**config.mk**
```make
export PLATFORM = sky130hd
export DESIGN_NAME = spcd_port
export DESIGN_NICKNAME = d
export VERILOG_FILES = /design/src/include/spcd_pkg.sv /design/src/hw/spcd_shifter.sv /design/src/hw/spcd_port.sv
export SDC_FILE = /design/constraint.sdc
export NUM_CORES = 1
export LEC_CHECK = 0
export BUFFER_PORTS_ARGS = -buffer_cell sky130_fd_sc_hd__buf_2
export CAP_MARGIN = 20
export CORE_ASPECT_RATIO = 0.9
export CORE_MARGIN = 2
export CORE_UTILIZATION = 40
export DETAILED_ROUTE_END_ITERATION = 8
export HOLD_SLACK_MARGIN = 0.1
export MAX_ROUTING_LAYER = met4
export PLACE_DENSITY = 0.52
export RECOVER_POWER = 100
export SYNTH_ARGS = -nofsm -noshare
export SYNTH_HDL_FRONTEND = slang
export SYNTH_SLANG_ARGS = --single-unit
```
**constraint.sdc**
```tcl
create_clock -name clock -period 6.3 [get_ports clock]
set_clock_uncertainty 0.05 [all_clocks]
set_input_delay 0.945 -clock clock [delete_from_list [all_inputs] [get_ports clock]]
set_output_delay 0.945 -clock clock [all_outputs]
set_load 0.02 [all_outputs]
```
**src/include/spcd_pkg.sv**
```systemverilog
// constants for the smart panel command/data port
// assumes a 32-bit apb slave and an 18-line panel data bus
package spcd_pkg;
  localparam logic [31:0] ADDR_CONFIG = 32'h130500a0;
  localparam logic [31:0] ADDR_CONTROL = 32'h130500a4;
  localparam logic [31:0] ADDR_STATE = 32'h130500a8;
  localparam logic [31:0] ADDR_WORD = 32'h130500ac;
  localparam logic [31:0] ADDR_QUEUE = 32'h130500b0;
  localparam logic [31:0] ADDR_IRQ_STATUS = 32'h130500b4;
  localparam logic [31:0] ADDR_IRQ_MASK = 32'h130500b8;
  localparam logic [31:0] RST_CONFIG = 32'h00000000;
  localparam logic [7:0] RST_CONTROL = 8'h00;
  localparam logic [31:0] RST_WORD = 32'h00000000;
  localparam logic [31:0] CONFIG_MASK = 32'h0000df9b;
  localparam logic [31:0] WORD_MASK = 32'h80ffffff;
  localparam int CFG_THRESH_LSB = 14;
  localparam int CFG_PIXW_LSB = 10;
  localparam int CFG_CMDW_LSB = 7;
  localparam int CFG_SEL_POL = 4;
  localparam int CFG_CMDSEL_POL = 3;
  localparam int CFG_CLK_POL = 1;
  localparam int CFG_LINK_TYPE = 0;
  localparam int CTRL_AUTO_EN = 0;
  localparam int WORD_FLAG = 31;
  localparam int IRQ_BITS = 2;
  localparam int IRQ_WORD_DONE = 0;
  localparam int IRQ_QUEUE_OVF = 1;
  localparam int QUEUE_DEPTH = 16;
  localparam int QUEUE_AW = 4;
  localparam logic [QUEUE_AW:0] THRESH_4 = 5'h04;
  localparam logic [QUEUE_AW:0] THRESH_8 = 5'h08;
  localparam logic [1:0] THRESH_CODE_4 = 2'h0;
  typedef enum logic [2:0] {
    SPCD_PW_18X1 = 3'h0, SPCD_PW_16X1 = 3'h1, SPCD_PW_8X3 = 3'h2,
    SPCD_PW_8X2 = 3'h3, SPCD_PW_8X1 = 3'h4, SPCD_PW_9X2 = 3'h7
  } spcd_pixw_t;
  typedef enum logic [1:0] {
    SPCD_CW_16 = 2'h0, SPCD_CW_8 = 2'h1, SPCD_CW_18 = 2'h2
  } spcd_cmdw_t;
  typedef enum logic [1:0] {
    SPCD_IDLE = 2'b00, SPCD_SETUP = 2'b01, SPCD_HOLD = 2'b11,
    SPCD_DONE = 2'b10
  } spcd_state_t;
endpackage

```
**src/hw/spcd_shifter.sv**
```systemverilog
// panel-side transfer engine: splits one word into beats and drives pins
// assumes pixTick is a one-cycle pulse per pixel clock rising edge
`timescale 1ns/1ps
module spcd_shifter (
  input wire logic clock,
  input wire logic sys_rst,
  input wire logic pixTick,
  input wire logic startReq,
  input wire logic startFlag,
  input wire logic [23:0] startPayload,
  input wire logic linkType,
  input wire logic clockEdgePolarity,
  input wire logic selectPolarity,
  input wire logic cmdselPolarity,
  input wire logic [2:0] pixelWidthSel,
  input wire logic [1:0] cmdWidthSel,
  output logic engineIdle,
  output logic wordDone,
  output logic cmdDataSelectPin,
  output logic panelSelectStrobe,
  output logic panelSerialClock,
  output logic [17:0] panelDataBus
);
  import spcd_pkg::*;
  spcd_state_t state, next_state;
  logic [1:0] beatIdx, next_beatIdx;
  logic [4:0] bitIdx, next_bitIdx;
  logic [23:0] payload, next_payload;
  logic flag, next_flag;
  logic next_wordDone, next_cmdDataSelectPin, next_panelSelectStrobe;
  logic next_panelSerialClock;
  logic [17:0] next_panelDataBus, beatData;

  // beats per word; reserved pixel width codes fall back to 18-bit single, reserved command width code to 16-bit
  function automatic logic [1:0] beatCount(input logic f,
                                           input logic [2:0] pw);
    if (f) return 2'd1;
    unique case (pw)
      SPCD_PW_8X3: return 2'd3;
      SPCD_PW_8X2, SPCD_PW_9X2: return 2'd2;
      default: return 2'd1;
    endcase
  endfunction

  function automatic logic [4:0] beatBits(input logic f, input logic [2:0] pw,
                                          input logic [1:0] cw);
    if (f) begin
      unique case (cw)
        SPCD_CW_8: return 5'd8;
        SPCD_CW_18: return 5'd18;
        default: return 5'd16;
      endcase
    end
    unique case (pw)
      SPCD_PW_16X1: return 5'd16;
      SPCD_PW_8X3, SPCD_PW_8X2, SPCD_PW_8X1: return 5'd8;
      SPCD_PW_9X2: return 5'd9;
      default: return 5'd18;
    endcase
  endfunction

  // right-aligned slice of the payload for one beat, first beat highest
  function automatic logic [17:0] sliceOf(input logic [23:0] p,
      input logic f, input logic [2:0] pw, input logic [1:0] cw,
      input logic [1:0] b);
    logic [4:0] n;
    n = beatBits(f, pw, cw);
    if (!f && pw == SPCD_PW_8X3) return {10'h000, p[23 - 8 * b -: 8]};
    if (!f && pw == SPCD_PW_8X2) return {10'h000, p[15 - 8 * b -: 8]};
    if (!f && pw == SPCD_PW_9X2) return {9'h000, p[17 - 9 * b -: 9]};
    return p[17:0] & ((18'h00001 << n) - 18'h00001);
  endfunction

  assign engineIdle = (state == SPCD_IDLE);
  assign beatData = sliceOf(payload, flag, pixelWidthSel, cmdWidthSel,
                            beatIdx);

  always_comb begin
    next_state = state;
    next_beatIdx = beatIdx;
    next_bitIdx = bitIdx;
    next_payload = payload;
    next_flag = flag;
    next_wordDone = 1'b0;
    unique case (state)
      SPCD_IDLE: if (startReq) begin
        next_payload = startPayload;
        next_flag = startFlag;
        next_beatIdx = 2'd0;
        next_bitIdx = beatBits(startFlag, pixelWidthSel, cmdWidthSel) - 5'd1;
        next_state = SPCD_SETUP;
      end
      SPCD_SETUP: if (pixTick) next_state = SPCD_HOLD;
      SPCD_HOLD: if (pixTick) begin
        if (linkType && bitIdx != 5'd0) begin
          next_bitIdx = bitIdx - 5'd1;
          next_state = SPCD_SETUP;
        end else if (beatIdx + 2'd1 < beatCount(flag, pixelWidthSel)) begin
          next_beatIdx = beatIdx + 2'd1;
          next_bitIdx = beatBits(flag, pixelWidthSel, cmdWidthSel) - 5'd1;
          next_state = SPCD_SETUP;
        end else begin
          next_state = SPCD_DONE;
        end
      end
      SPCD_DONE: if (pixTick) begin
        next_state = SPCD_IDLE;
        next_wordDone = 1'b1;
      end
    endcase
    // parallel: strobe pulses per beat, its trailing edge samples the bus
    next_panelSelectStrobe = (state != SPCD_IDLE &&
        (linkType ? state != SPCD_DONE : state == SPCD_SETUP))
        ? selectPolarity : ~selectPolarity;
    next_cmdDataSelectPin = ~((flag && state != SPCD_IDLE)
        ^ cmdselPolarity);
    next_panelSerialClock = (linkType && state == SPCD_SETUP)
        ? clockEdgePolarity : ~clockEdgePolarity;
    next_panelDataBus = 18'h00000;
    if (state == SPCD_SETUP || state == SPCD_HOLD) begin
      if (linkType) next_panelDataBus[15] = beatData[bitIdx];
      else next_panelDataBus = beatData;
    end
  end

  always_ff @(posedge clock or posedge sys_rst) begin
    if (sys_rst) begin
      state <= SPCD_IDLE;
      beatIdx <= 2'd0;
      bitIdx <= 5'd0;
      payload <= 24'h000000;
      flag <= 1'b0;
      wordDone <= 1'b0;
      cmdDataSelectPin <= 1'b1;
      panelSelectStrobe <= 1'b1;
      panelSerialClock <= 1'b1;
      panelDataBus <= 18'h00000;
    end else begin
      state <= next_state;
      beatIdx <= next_beatIdx;
      bitIdx <= next_bitIdx;
      payload <= next_payload;
      flag <= next_flag;
      wordDone <= next_wordDone;
      cmdDataSelectPin <= next_cmdDataSelectPin;
      panelSelectStrobe <= next_panelSelectStrobe;
      panelSerialClock <= next_panelSerialClock;
      panelDataBus <= next_panelDataBus;
    end
  end
endmodule

```
**src/hw/spcd_port.sv**
```systemverilog
// smart panel command/data port: apb registers, word queue, interrupt
// assumes an apb master on clock and a free pixel_clock from outside
//
// Decided for this implementation: the APB slave port.
`timescale 1ns/1ps
module spcd_port (
  input wire logic clock,
  input wire logic sys_rst,
  input wire logic psel,
  input wire logic penable,
  input wire logic pwrite,
  input wire logic [31:0] paddr,
  input wire logic [31:0] pwdata,
  output logic [31:0] prdata,
  output logic pready,
  output logic pslverr,
  input wire logic pixel_clock,
  output logic dmaReq,
  output logic irq,
  output logic cmdDataSelectPin,
  output logic panelSelectStrobe,
  output logic panelSerialClock,
  output logic [17:0] panelDataBus
);
  import spcd_pkg::*;
  logic [31:0] config_q, next_config;
  logic [7:0] control, next_control;
  logic [31:0] wordReg, next_wordReg;
  logic wordPending, next_wordPending;
  logic [IRQ_BITS-1:0] irqStatus, next_irqStatus;
  logic [IRQ_BITS-1:0] irqMask, next_irqMask;
  logic [31:0] next_prdata;
  logic [24:0] queueMem [QUEUE_DEPTH];
  logic [QUEUE_AW:0] wrPtr, next_wrPtr, rdPtr, next_rdPtr;
  logic [QUEUE_AW:0] fill, freeSlots, threshWords;
  logic pixSync1, pixSync2, pixSync3;
  logic pixTick, engineIdle, wordDone;
  logic writeEn, queuePush, queuePop, queueFull, queueEmpty, overflow;
  logic startReq, startFlag, busy, autoEn;
  logic [23:0] startPayload;

  function automatic logic isMapped(input logic [31:0] a);
    return a == ADDR_CONFIG || a == ADDR_CONTROL || a == ADDR_STATE ||
           a == ADDR_WORD || a == ADDR_QUEUE || a == ADDR_IRQ_STATUS ||
           a == ADDR_IRQ_MASK;
  endfunction

  // pixel clock is foreign: two flops, then a third for edge finding
  always_ff @(posedge clock or posedge sys_rst) begin
    if (sys_rst) begin
      pixSync1 <= 1'b0;
      pixSync2 <= 1'b0;
      pixSync3 <= 1'b0;
    end else begin
      pixSync1 <= pixel_clock;
      pixSync2 <= pixSync1;
      pixSync3 <= pixSync2;
    end
  end
  assign pixTick = pixSync2 & ~pixSync3;

  assign autoEn = control[CTRL_AUTO_EN];
  assign fill = wrPtr - rdPtr;
  assign queueFull = (fill == 5'(QUEUE_DEPTH));
  assign queueEmpty = (wrPtr == rdPtr);
  assign freeSlots = 5'(QUEUE_DEPTH) - fill;
  // reserved threshold codes are treated as the larger request
  assign threshWords = (config_q[CFG_THRESH_LSB +: 2] == THRESH_CODE_4)
      ? THRESH_4 : THRESH_8;
  assign dmaReq = autoEn && freeSlots >= threshWords;
  assign busy = !engineIdle || wordPending ||
      (autoEn && !queueEmpty);

  // a pending register word goes first; the queue only while enabled
  assign startReq = engineIdle && (wordPending ||
      (autoEn && !queueEmpty));
  assign startFlag = wordPending ? wordReg[WORD_FLAG]
      : queueMem[rdPtr[QUEUE_AW-1:0]][24];
  assign startPayload = wordPending ? wordReg[23:0]
      : queueMem[rdPtr[QUEUE_AW-1:0]][23:0];
  assign queuePop = startReq && !wordPending;

  assign pready = 1'b1;
  assign pslverr = psel && penable && !isMapped(paddr);
  assign writeEn = psel && penable && pwrite && isMapped(paddr);
  assign queuePush = writeEn && paddr == ADDR_QUEUE && !queueFull;
  assign overflow = writeEn && paddr == ADDR_QUEUE && queueFull;

  always_comb begin
    next_config = config_q;
    next_control = control;
    next_wordReg = wordReg;
    next_wordPending = wordPending && !startReq;
    next_irqMask = irqMask;
    next_irqStatus = irqStatus;
    if (writeEn) begin
      unique case (paddr)
        ADDR_CONFIG: next_config = pwdata & CONFIG_MASK;
        ADDR_CONTROL: next_control = pwdata[7:0] & 8'h01;
        ADDR_WORD: begin
          next_wordReg = pwdata & WORD_MASK;
          next_wordPending = 1'b1;
        end
        ADDR_IRQ_STATUS: next_irqStatus = irqStatus & ~pwdata[IRQ_BITS-1:0];
        ADDR_IRQ_MASK: next_irqMask = pwdata[IRQ_BITS-1:0];
        default: ;
      endcase
    end
    // a fresh event wins over a clear in the same cycle
    next_irqStatus[IRQ_WORD_DONE] = next_irqStatus[IRQ_WORD_DONE] | wordDone;
    next_irqStatus[IRQ_QUEUE_OVF] = next_irqStatus[IRQ_QUEUE_OVF] | overflow;
    // read data is latched in the setup cycle so it comes from a flop
    next_prdata = prdata;
    if (psel && !penable) begin
      unique case (paddr)
        ADDR_CONFIG: next_prdata = config_q;
        ADDR_CONTROL: next_prdata = {24'h000000, control};
        ADDR_STATE: next_prdata = {31'h00000000, busy};
        ADDR_WORD: next_prdata = wordReg;
        ADDR_QUEUE: next_prdata = {queueMem[rdPtr[QUEUE_AW-1:0]][24],
            7'h00, queueMem[rdPtr[QUEUE_AW-1:0]][23:0]};
        ADDR_IRQ_STATUS: next_prdata = {30'h00000000, irqStatus};
        ADDR_IRQ_MASK: next_prdata = {30'h00000000, irqMask};
        default: next_prdata = 32'h00000000;
      endcase
    end
  end

  always_ff @(posedge clock or posedge sys_rst) begin
    if (sys_rst) begin
      config_q <= RST_CONFIG;
      control <= RST_CONTROL;
      wordReg <= RST_WORD;
      wordPending <= 1'b0;
      irqStatus <= '0;
      irqMask <= '0;
      prdata <= 32'h00000000;
      irq <= 1'b0;
    end else begin
      config_q <= next_config;
      control <= next_control;
      wordReg <= next_wordReg;
      wordPending <= next_wordPending;
      irqStatus <= next_irqStatus;
      irqMask <= next_irqMask;
      prdata <= next_prdata;
      irq <= |(next_irqStatus & next_irqMask);
    end
  end

  always_comb begin
    next_wrPtr = wrPtr + 5'(queuePush);
    next_rdPtr = rdPtr + 5'(queuePop);
  end

  always_ff @(posedge clock or posedge sys_rst) begin
    if (sys_rst) begin
      wrPtr <= '0;
      rdPtr <= '0;
    end else begin
      wrPtr <= next_wrPtr;
      rdPtr <= next_rdPtr;
    end
  end

  // storage has no reset; an ADDR_QUEUE read while empty returns the stale or unwritten entry at rdPtr
  always_ff @(posedge clock) begin
    if (queuePush)
      queueMem[wrPtr[QUEUE_AW-1:0]] <= {pwdata[WORD_FLAG],
          pwdata[23:0]};
  end

  spcd_shifter engine (
    .clock(clock),
    .sys_rst(sys_rst),
    .pixTick(pixTick),
    .startReq(startReq),
    .startFlag(startFlag),
    .startPayload(startPayload),
    .linkType(config_q[CFG_LINK_TYPE]),
    .clockEdgePolarity(config_q[CFG_CLK_POL]),
    .selectPolarity(config_q[CFG_SEL_POL]),
    .cmdselPolarity(config_q[CFG_CMDSEL_POL]),
    .pixelWidthSel(config_q[CFG_PIXW_LSB +: 3]),
    .cmdWidthSel(config_q[CFG_CMDW_LSB +: 2]),
    .engineIdle(engineIdle),
    .wordDone(wordDone),
    .cmdDataSelectPin(cmdDataSelectPin),
    .panelSelectStrobe(panelSelectStrobe),
    .panelSerialClock(panelSerialClock),
    .panelDataBus(panelDataBus)
  );
endmodule

```
## Yosys cells after proc, flatten, opt, wreduce, memory -nomap -nowiden

Memories as Yosys holds them, arrays and structs flattened.
Cells that the tools add are included.

| operators by class | value |
|---|---|
| add/subtract/negate cells | 12 |
| $mul | 1 |
| $lt $le $gt $ge | 3 |
| equal/unequal tests | 27 |
| shift operators | 4 |
| muxes and demuxes | 82 |
| bitwise operators | 12 |
| reductions and logical operators | 53 |

Operator list:

| kind | count |
|---|---|
| 32-bit by 29-bit equality test with 1-bit output, second input constant | 7 |
| 32-bit one-hot mux with 7 select lines | 1 |
| 18-bit 2-to-1 mux | 7 |
| 5-bit 2-to-1 mux | 15 |
| 31-bit by 33-bit indexed part select with 8-bit output | 2 |
| 2-bit 2-to-1 mux | 20 |
| 32-bit by 33-bit indexed part select with 9-bit output | 1 |
| 1-bit 2-to-1 mux | 29 |
| 24-bit 2-to-1 mux | 1 |
| 1-bit logical AND | 20 |
| 5-bit one-hot mux with 2 select lines | 2 |
| 18-bit AND | 1 |
| 1-bit by 5-bit << shifter with 18-bit output, first input constant | 1 |
| 18-bit by 1-bit subtractor with 18-bit output, second input constant | 1 |
| 15-bit 2-to-1 mux | 1 |
| 5-bit one-hot mux with 3 select lines | 1 |
| 5-bit by 1-bit subtractor with 5-bit output, second input constant | 3 |
| 5-bit by 1-bit adder with 5-bit output | 2 |
| 1-bit logical OR | 10 |
| 2-bit by 1-bit inequality test with 1-bit output, second input constant | 5 |
| 1-bit zero test | 8 |
| 2-bit one-hot mux with 2 select lines | 2 |
| 2-bit one-hot mux with 4 select lines | 1 |
| 2-bit AND reduction | 4 |
| 34 further kinds | 49 |

| word-level totals | value |
|---|---|
| register bits | 145 |
| bits in writable memories | 400 |
| bits of input ports | 70 |
| logic and storage cells | 218 |
| memories kept | 1 |

Memory list:

| memory | depth | width | rd ports | clocked after memory_dff | wr ports | line | RTL |
|---|---|---|---|---|---|---|---|
| queueMem | 16 | 25 | 1 | 0 | 1 | spcd_port.sv:33 | `logic [24:0] queueMem [QUEUE_DEPTH];` |

## Depth between registers and ports, before layout

Gate-level depths: netlist (run 1).

| depth | value |
|---|---|
| depth in word-level cells | 24 |
| depth in mapped cells | 16 |

## Hierarchy

A second synthesis (run 1) with hierarchy kept.

| second synthesis, totals | value |
|---|---|
| cell total of the unflattened synthesis | 1479 |
| area, all modules | 23482.5 um2 |

By module, submodules not included:

| module | instances | cells an instance | area each (um2) | seq. area each (um2) |
|---|---|---|---|---|
| spcd_port | 1 | 1007 | 19371.1 | 14063.5 |
| spcd_shifter | 1 | 472 | 4111.4 | 1405.1 |

## Worst setup path before layout (run 1)

No wires, ideal clock.

| timing path | value |
|---|---|
| path type | register to register |
| from | reg rdPtr[1] |
| to | mem queueMem[3][0], enable pin |
| arrival time | 4766 ps |
| slack | 1046 ps |
| cell stages (with the launch flop) | 15 |
| period minus slack after synthesis | 5254 ps |
| cell sequence | dfrtp_1 buf_1 clkbuf_1 buf_1 inv_1 ha_1 a21o_1 a21oi_1 xnor2_1 nor3_1 ha_1 and3b_1 clkbuf_1 nand3_1 nor3_1 |

| between the ends | value |
|---|---|
| cells in the longest elaborated chain, start to end | 6 |

Ends and longest elaborated chain:

| what | line | RTL |
|---|---|---|
| from (decl) | spcd_port.sv:34 | `logic [QUEUE_AW:0] wrPtr, next_wrPtr, rdPtr, next_rdPtr;` |
| from (signal assigned) | spcd_port.sv:162 | `rdPtr <= next_rdPtr;` |
| 5-bit subtractor | spcd_port.sv:63 | `assign fill = wrPtr - rdPtr;` |
| 5-bit equality test | spcd_port.sv:64 | `assign queueFull = (fill == 5'(QUEUE_DEPTH));` |
| 1-bit zero test | spcd_port.sv:86 | `assign queuePush = writeEn && paddr == ADDR_QUEUE && !queueFull;` |
| 1-bit logical AND | spcd_port.sv:86 |  |
| 1-bit 2-to-1 mux | spcd_port.sv:168 | `if (queuePush)` |
| 1-bit 2-to-1 mux (implied by the code) | spcd_port.sv:169 | `queueMem[wrPtr[QUEUE_AW-1:0]] <= {pwdata[WORD_FLAG],` |
| to (decl) | spcd_port.sv:33 |  |

No other way between the ends.

## Worst setup path after layout (run 1)

| timing path | value |
|---|---|
| from | reg rdPtr[1] |
| to | mem queueMem[3][17], enable pin |

The elaborated chain is that of the path after synthesis.

==> results.py, run 1 <==
metrics = {
    "run_status": {
        "outcome": "finished with violations",
        "violations": "capacitance limit, slew limit",
    },
    "floorplanning": {
        "floorplan.core_area_um2": 58000,
        "ios": 127,
        "start_util": 0.402,
        "die_w_um": 259,
        "rows": 84,
        "die_h_um": 233,
        "die_area_um2": 60300,
    },
    "critical_path": {
        "critPathCaptureType": "register",
        "cp_num_buf_inv": 2,
        "cp_slowest_cell": "clkbuf_1",
        "critical-path-top-delay-family": "buffers and inverters",
        "slowest_delay_ps": 1520,
        "rr_startpoint": "rdPtr[1]",
        "critical_path_required_ps": 6450,
        "critPathMaxFanout": 53,
        "path_cells": "inv_1, ha_1, a21o_1, a21oi_1, xnor2_1, nor3_1, ha_1, and3b_1, nand3_1, nor3_1, clkbuf_1",
        "cp-start-kind": "register",
        "arrival_ps": 5310,
        "reg2reg_to": "queueMem[3][17]",
        "critPathKind": "reg2reg",
        "r2r_slack_ps": 1140,
        "reg2reg_depth": 11,
    },
    "route": {
        "drt_iter0_markers": 1174,
        "drt-met1-wl_um": 26100,
        "wl_met2_um": 26900,
        "route.met3.wl_um": 3160,
        "highest_layer": "met4",
        "via_per_inst": 5.58,
        "ant_nets": 0,
        "num_vias": 13100,
        "wl_um": 57600,
        "wl_per_cell_um": 24.4,
        "drc": 0,
        "firstDrtPassIters": 5,
    },
    "final_layout": {
        "drive_gt1_frac": 0.187,
        "final_common_cell": "edfxtp_1",
        "final_cell_mix": "edfxtp_1 (400), mux4_2 (133), dfrtp_1 (132)",
        "fill_cells": 5209,
        "area_growth_syn_to_layout_pct": 12.9,
        "finalNetCount": 1628,
    },
    "clocking": {
        "cts_setup_buffers": 0,
        "clk_latency_ps": 620,
        "h-tree-depth": 2,
        "clkTransAtPathRegs_ps": 60,
        "cts_tree": "built",
        "cts_resized": 0,
        "cts_made_buffers": 57,
        "clkSinkCount": 538,
        "cts.path.max_buffers": 3,
        "clk_root_buffer_cell": "clkbuf_16",
        "cts_hold_buf": 0,
    },
    "timing": {
        "rsz0062_at_grt": "no",
        "fmax_mhz": 194,
        "fin_crit_ps": 5160,
        "tightest_slew_ps": 3820,
        "holdWs_ps": 304,
        "fin_setup_tns_ps": 0,
        "slew_headroom": -1.56,
        "slew_violations": 591,
        "finalHoldViolations": 0,
        "min_period_over_period": 0.819,
        "setup_slack_ps": 1140,
        "setup_viol": 0,
    },
    "logic_synthesis": {
        "synth_seq_cells": 538,
        "synth_edf_count": 400,
        "postSynthAreaPerCell_um2": 16.3,
        "async_flop_share": 0.257,
        "synth_warnings": 0,
        "synth_cell_types": 79,
        "ys_seq_area_frac": 0.663,
        "syn-cell-area_um2": 23300,
        "syn_inst": 1429,
        "synth_ff_type": "edfxtp_1",
    },
    "global_route": {
        "grt_max_degree": 102,
        "grt_pass1_wl_um": 85900,
        "grt_remaining_overflow": 0,
        "grt_antenna_before_repair": 1,
        "grt_pass1_vias": 13200,
        "grt.total_usage": 0.198,
    },
    "place": {
        "portBuffers": 111,
        "place_congestion": 0.875,
        "dp_slack_ps": 1610,
        "hpwl_um": 34600,
    },
    "hold_path": {
        "min-delay-start": "pixSync1",
        "min_to": "pixSync2",
        "whs_path_depth": 0,
        "hold_path_class": "reg2reg",
    },
    "pwr": {
        "power_density_nw_per_um2": 297,
        "vdd_drop_max_v": 0.000206,
        "p_leak_nw": 9.18,
    },
    "flow_run": {
        "cap_violations": 17,
    },
}
## worst max path at each step
stage / start / end / depth (start not counted)
6_report: rdPtr[1] / queueMem[3][17] / 11
2_1_floorplan: rdPtr[1] / queueMem[3][0] / 14
3_5_place_dp: paddr[11] / queueMem[11][20] / 8
3_3_place_gp: paddr[11] / queueMem[1][22] / 9
4_1_cts: rdPtr[1] / dmaReq / 11
5_1_grt: rdPtr[0] / engine.bitIdx[4] / 12
## area by class of cell
| cell class | count | area (um2) | area share |
|---|---|---|---|
| clock inverter | 32 | 230 | 0.00873 |
| tap | 774 | 968 | 0.0367 |
| inverter | 26 | 98.8 | 0.00375 |
| timing repair buffer | 131 | 623 | 0.0236 |
| clock buffer | 73 | 1530 | 0.0579 |
| sequential | 538 | 15500 | 0.587 |
| antenna | 2 | 5.00 | 0.000190 |
| multi-input combinational | 780 | 7430 | 0.282 |
## cells by family after synthesis
group / count (synthesis) / share of synthesized area
compound gates: 217 / 0.0609
xor+xnor: 19 / 0.00713
fa+ha+maj: 24 / 0.0132
buf+inv: 121 / 0.0216
flops: 538 / 0.663
mux: 242 / 0.178
other cells: 2 / 0.000322
simple gates: 266 / 0.0566
## power breakdown
group,internal (mW),total [mW],switching [mW]
clock,1.76,3.15,1.39
sequential,3.85,3.91,0.0553
combinational,0.249,0.784,0.534
total,5.86,7.83,1.98
## registers in the layout (all words and copies together), names as in the netlist, 2 cells and up
signal and cells:
config_q 12, engine.beatIdx 2, engine.bitIdx 5, engine.panelDataBus 18, engine.payload 24, engine.state 2, irqMask 2, irqStatus 2
prdata 25, queueMem 400, rdPtr 5, wordReg 25, wrPtr 5
## per-stage QoR
stage	area (um2)	total power [mW]	instances	utilization
final	26400	7.83	2356	0.454
after global routing	26400	8.16	2355	0.454
after global placement	24800	4.76	2247	0.427
after detailed placement	24800	4.77	2247	0.427
after CTS	26500	7.95	2352	0.458
after floorplan	23400	4.53	1439	-
## metal layers
| metal | GRT usage | vias to the layer above |
|---|---|---|
| li1 | - | 5864 |
| met1 | 0.273 | 6836 |
| met2 | 0.307 | 336 |
| met3 | 0.0322 | 103 |
| met4 | 0.0573 | 0 |
| met5 | - | - |
## Yosys cell counts (all sizes together) (3+ instances only)
cell type | count | area share
nor2b | 10 | 0.0027
nor4bb | 4 | 0.0017
o211ai | 3 | 0.00096
dfrtp | 135 | 0.14
nand2b | 10 | 0.0027
and3b | 3 | 0.0011
clkbuf | 52 | 0.0084
inv | 26 | 0.0042
nand2 | 91 | 0.015
nand3 | 31 | 0.0069
a311oi | 3 | 0.0011
a22oi | 17 | 0.0055
nand3b | 6 | 0.0019
a211oi | 5 | 0.0016
a222oi | 10 | 0.0043
a31oi | 12 | 0.0032
and3 | 11 | 0.0029
edfxtp | 400 | 0.51
nor4b | 3 | 0.0011
a31o | 4 | 0.0015
mux2i | 58 | 0.025
nand4 | 7 | 0.0019
o22ai | 6 | 0.0016
buf | 43 | 0.0091
o2bb2ai | 3 | 0.0011
xor2 | 7 | 0.0026
nor3 | 18 | 0.0041
o21ai | 82 | 0.018
and2 | 6 | 0.0016
dfstp | 3 | 0.0034
xnor2 | 12 | 0.0045
a21o | 7 | 0.0023
a21oi | 27 | 0.0058
nor4 | 5 | 0.0019
nor2 | 52 | 0.0084
a21boi | 3 | 0.00096
o31a | 3 | 0.0011
a32oi | 3 | 0.0011
o21a | 3 | 0.00096
mux2 | 51 | 0.025
a221oi | 4 | 0.0015
ha | 23 | 0.012
mux4 | 133 | 0.13
Note: power is estimated with default switching activity, not from simulation.
==> run 2: changes to the inputs <==
- clock period: 6.3 -> 5.37 ns (I/O delays scaled with it)
==> results.py, run 2 (same netlist as run 1, synthesis figures left out) <==
metrics = {
    "clocking": {
        "cts_made_buffers": 57,
        "clkTransAtPathRegs_ps": 60,
        "clk_latency_ps": 630,
        "clk_root_buffer_cell": "clkbuf_16",
        "cts_tree": "built",
        "clkSinkCount": 538,
        "cts_hold_buf": 0,
        "cts_setup_buffers": 0,
        "cts.path.max_buffers": 3,
        "h-tree-depth": 2,
        "cts_resized": 0,
    },
    "timing": {
        "min_period_over_period": 0.849,
        "holdWs_ps": 246,
        "fmax_mhz": 219,
        "slew_headroom": -0.596,
        "rsz0062_at_grt": "no",
        "fin_setup_tns_ps": 0,
        "tightest_slew_ps": 2390,
        "fin_crit_ps": 4560,
        "slew_violations": 197,
        "setup_viol": 0,
        "finalHoldViolations": 0,
        "setup_slack_ps": 810,
    },
    "final_layout": {
        "final_core_util": 0.460,
        "drive_gt1_frac": 0.194,
        "final_cell_mix": "edfxtp_1 (400), mux4_2 (133), dfrtp_1 (132)",
        "final_common_cell": "edfxtp_1",
        "finalNetCount": 1645,
        "fin_cells": 2375,
        "largest_register_ffs": 400,
        "area_growth_syn_to_layout_pct": 14.2,
    },
    "place": {
        "dp.cells": 2266,
        "portBuffers": 111,
        "place_congestion": 0.891,
        "dp_slack_ps": 1330,
        "hpwl_um": 35400,
    },
    "global_route": {
        "grt_antenna_before_repair": 3,
        "grt.total_usage": 0.206,
        "grt_pass1_vias": 13500,
        "grt_max_degree": 100,
        "grt_pass1_wl_um": 89500,
        "grt_remaining_overflow": 0,
    },
    "critical_path": {
        "critPathMaxFanout": 27,
        "arrival_ps": 4760,
        "cp-start-kind": "register",
        "critPathKind": "reg2reg",
        "critPathCaptureType": "register",
        "critical_path_required_ps": 5570,
    },
    "route": {
        "ant_nets": 0,
        "num_vias": 13300,
        "drc": 0,
        "via_per_inst": 5.60,
        "wl_per_cell_um": 24.9,
        "wl_um": 59200,
        "firstDrtPassIters": 7,
        "drt_iter0_markers": 1182,
    },
    "pwr": {
        "vdd_drop_max_v": 0.000229,
        "power_density_nw_per_um2": 360,
        "p_leak_nw": 9.34,
    },
    "floorplanning": {
        "die_area_um2": 60300,
        "floorplan.core_area_um2": 58000,
        "ios": 127,
        "rows": 84,
        "die_h_um": 233,
        "start_util": 0.402,
        "die_w_um": 259,
    },
    "run_status": {
        "violations": "capacitance limit, slew limit",
        "outcome": "finished with violations",
    },
    "flow_run": {
        "cap_violations": 4,
    },
    "hold_path": {
        "hold_path_class": "in2reg",
    },
}
-- run 2: changes by cell type in the layout (fill, tap and decap cells not counted), sizes merged --
cell and delta:
clkbuf +22, clkinv -6, buf -2, bufinv +7, clkinvlp -2
-- run 2: routing by layer --
layer	global-route usage	vias to the layer above	share of wire
li1	-	5917	-
met1	0.280	6996	0.44
met2	0.328	313	0.49
met3	0.0336	76	0.047
met4	0.0493	0	0.019
met5	-	-	0
-- run 2: final timing paths --
kind                                  start              to  slack [ps]  depth (start not counted)
min in group asynchronous           sys_rst        pixSync1         340                          2
worst max register to register     rdPtr[0]  queueMem[4][5]         810                          9
worst min-delay path            pixel_clock        pixSync1         250                          1
worst min register to register     pixSync1        pixSync2         300                          0
max in group asynchronous           sys_rst      prdata[21]        2100                          3
worst max-delay path               rdPtr[0]  queueMem[4][5]         810                          9
-- run 2: layout make-up --
class / instances / area, um2
diodes: 2 / 5.00
clock buffers: 76 / 1580
repair buffers: 148 / 666
inverters: 26 / 103
flip-flops and latches: 538 / 15500
well taps: 774 / 968
multi-input cells: 780 / 7470
fillers: 5126 / 31300
clock inverters: 31 / 402
-- run 2: worst max-delay path: stages, from the launching register on --
cell      delay [ps]
dfrtp_4          690
ha_1             310
fa_1             400
xnor2_1          280
nor3_1           120
ha_1             230
and3b_1          350
nand3_1          280
nor2_4           580
clkbuf_1         860
-- run 2: stage by stage --
step / power (mW) / cell area (um2)
floorplan: 5.32 / 23400
global placement: 5.57 / 24900
detailed placement: 5.59 / 24900
CTS: 9.71 / 26900
global route: 9.98 / 26700
finish: 9.60 / 26700
-- run 2: power by group --
| group | internal (mW) | leakage (nW) | switching (mW) | total [mW] |
|---|---|---|---|---|
| Clock | 2.46 | 0.963 | 1.65 | 4.11 |
| Combinational | 0.291 | 2.90 | 0.600 | 0.891 |
| Sequential | 4.52 | 5.48 | 0.0837 | 4.60 |
| Total | 7.26 | 9.34 | 2.34 | 9.60 |
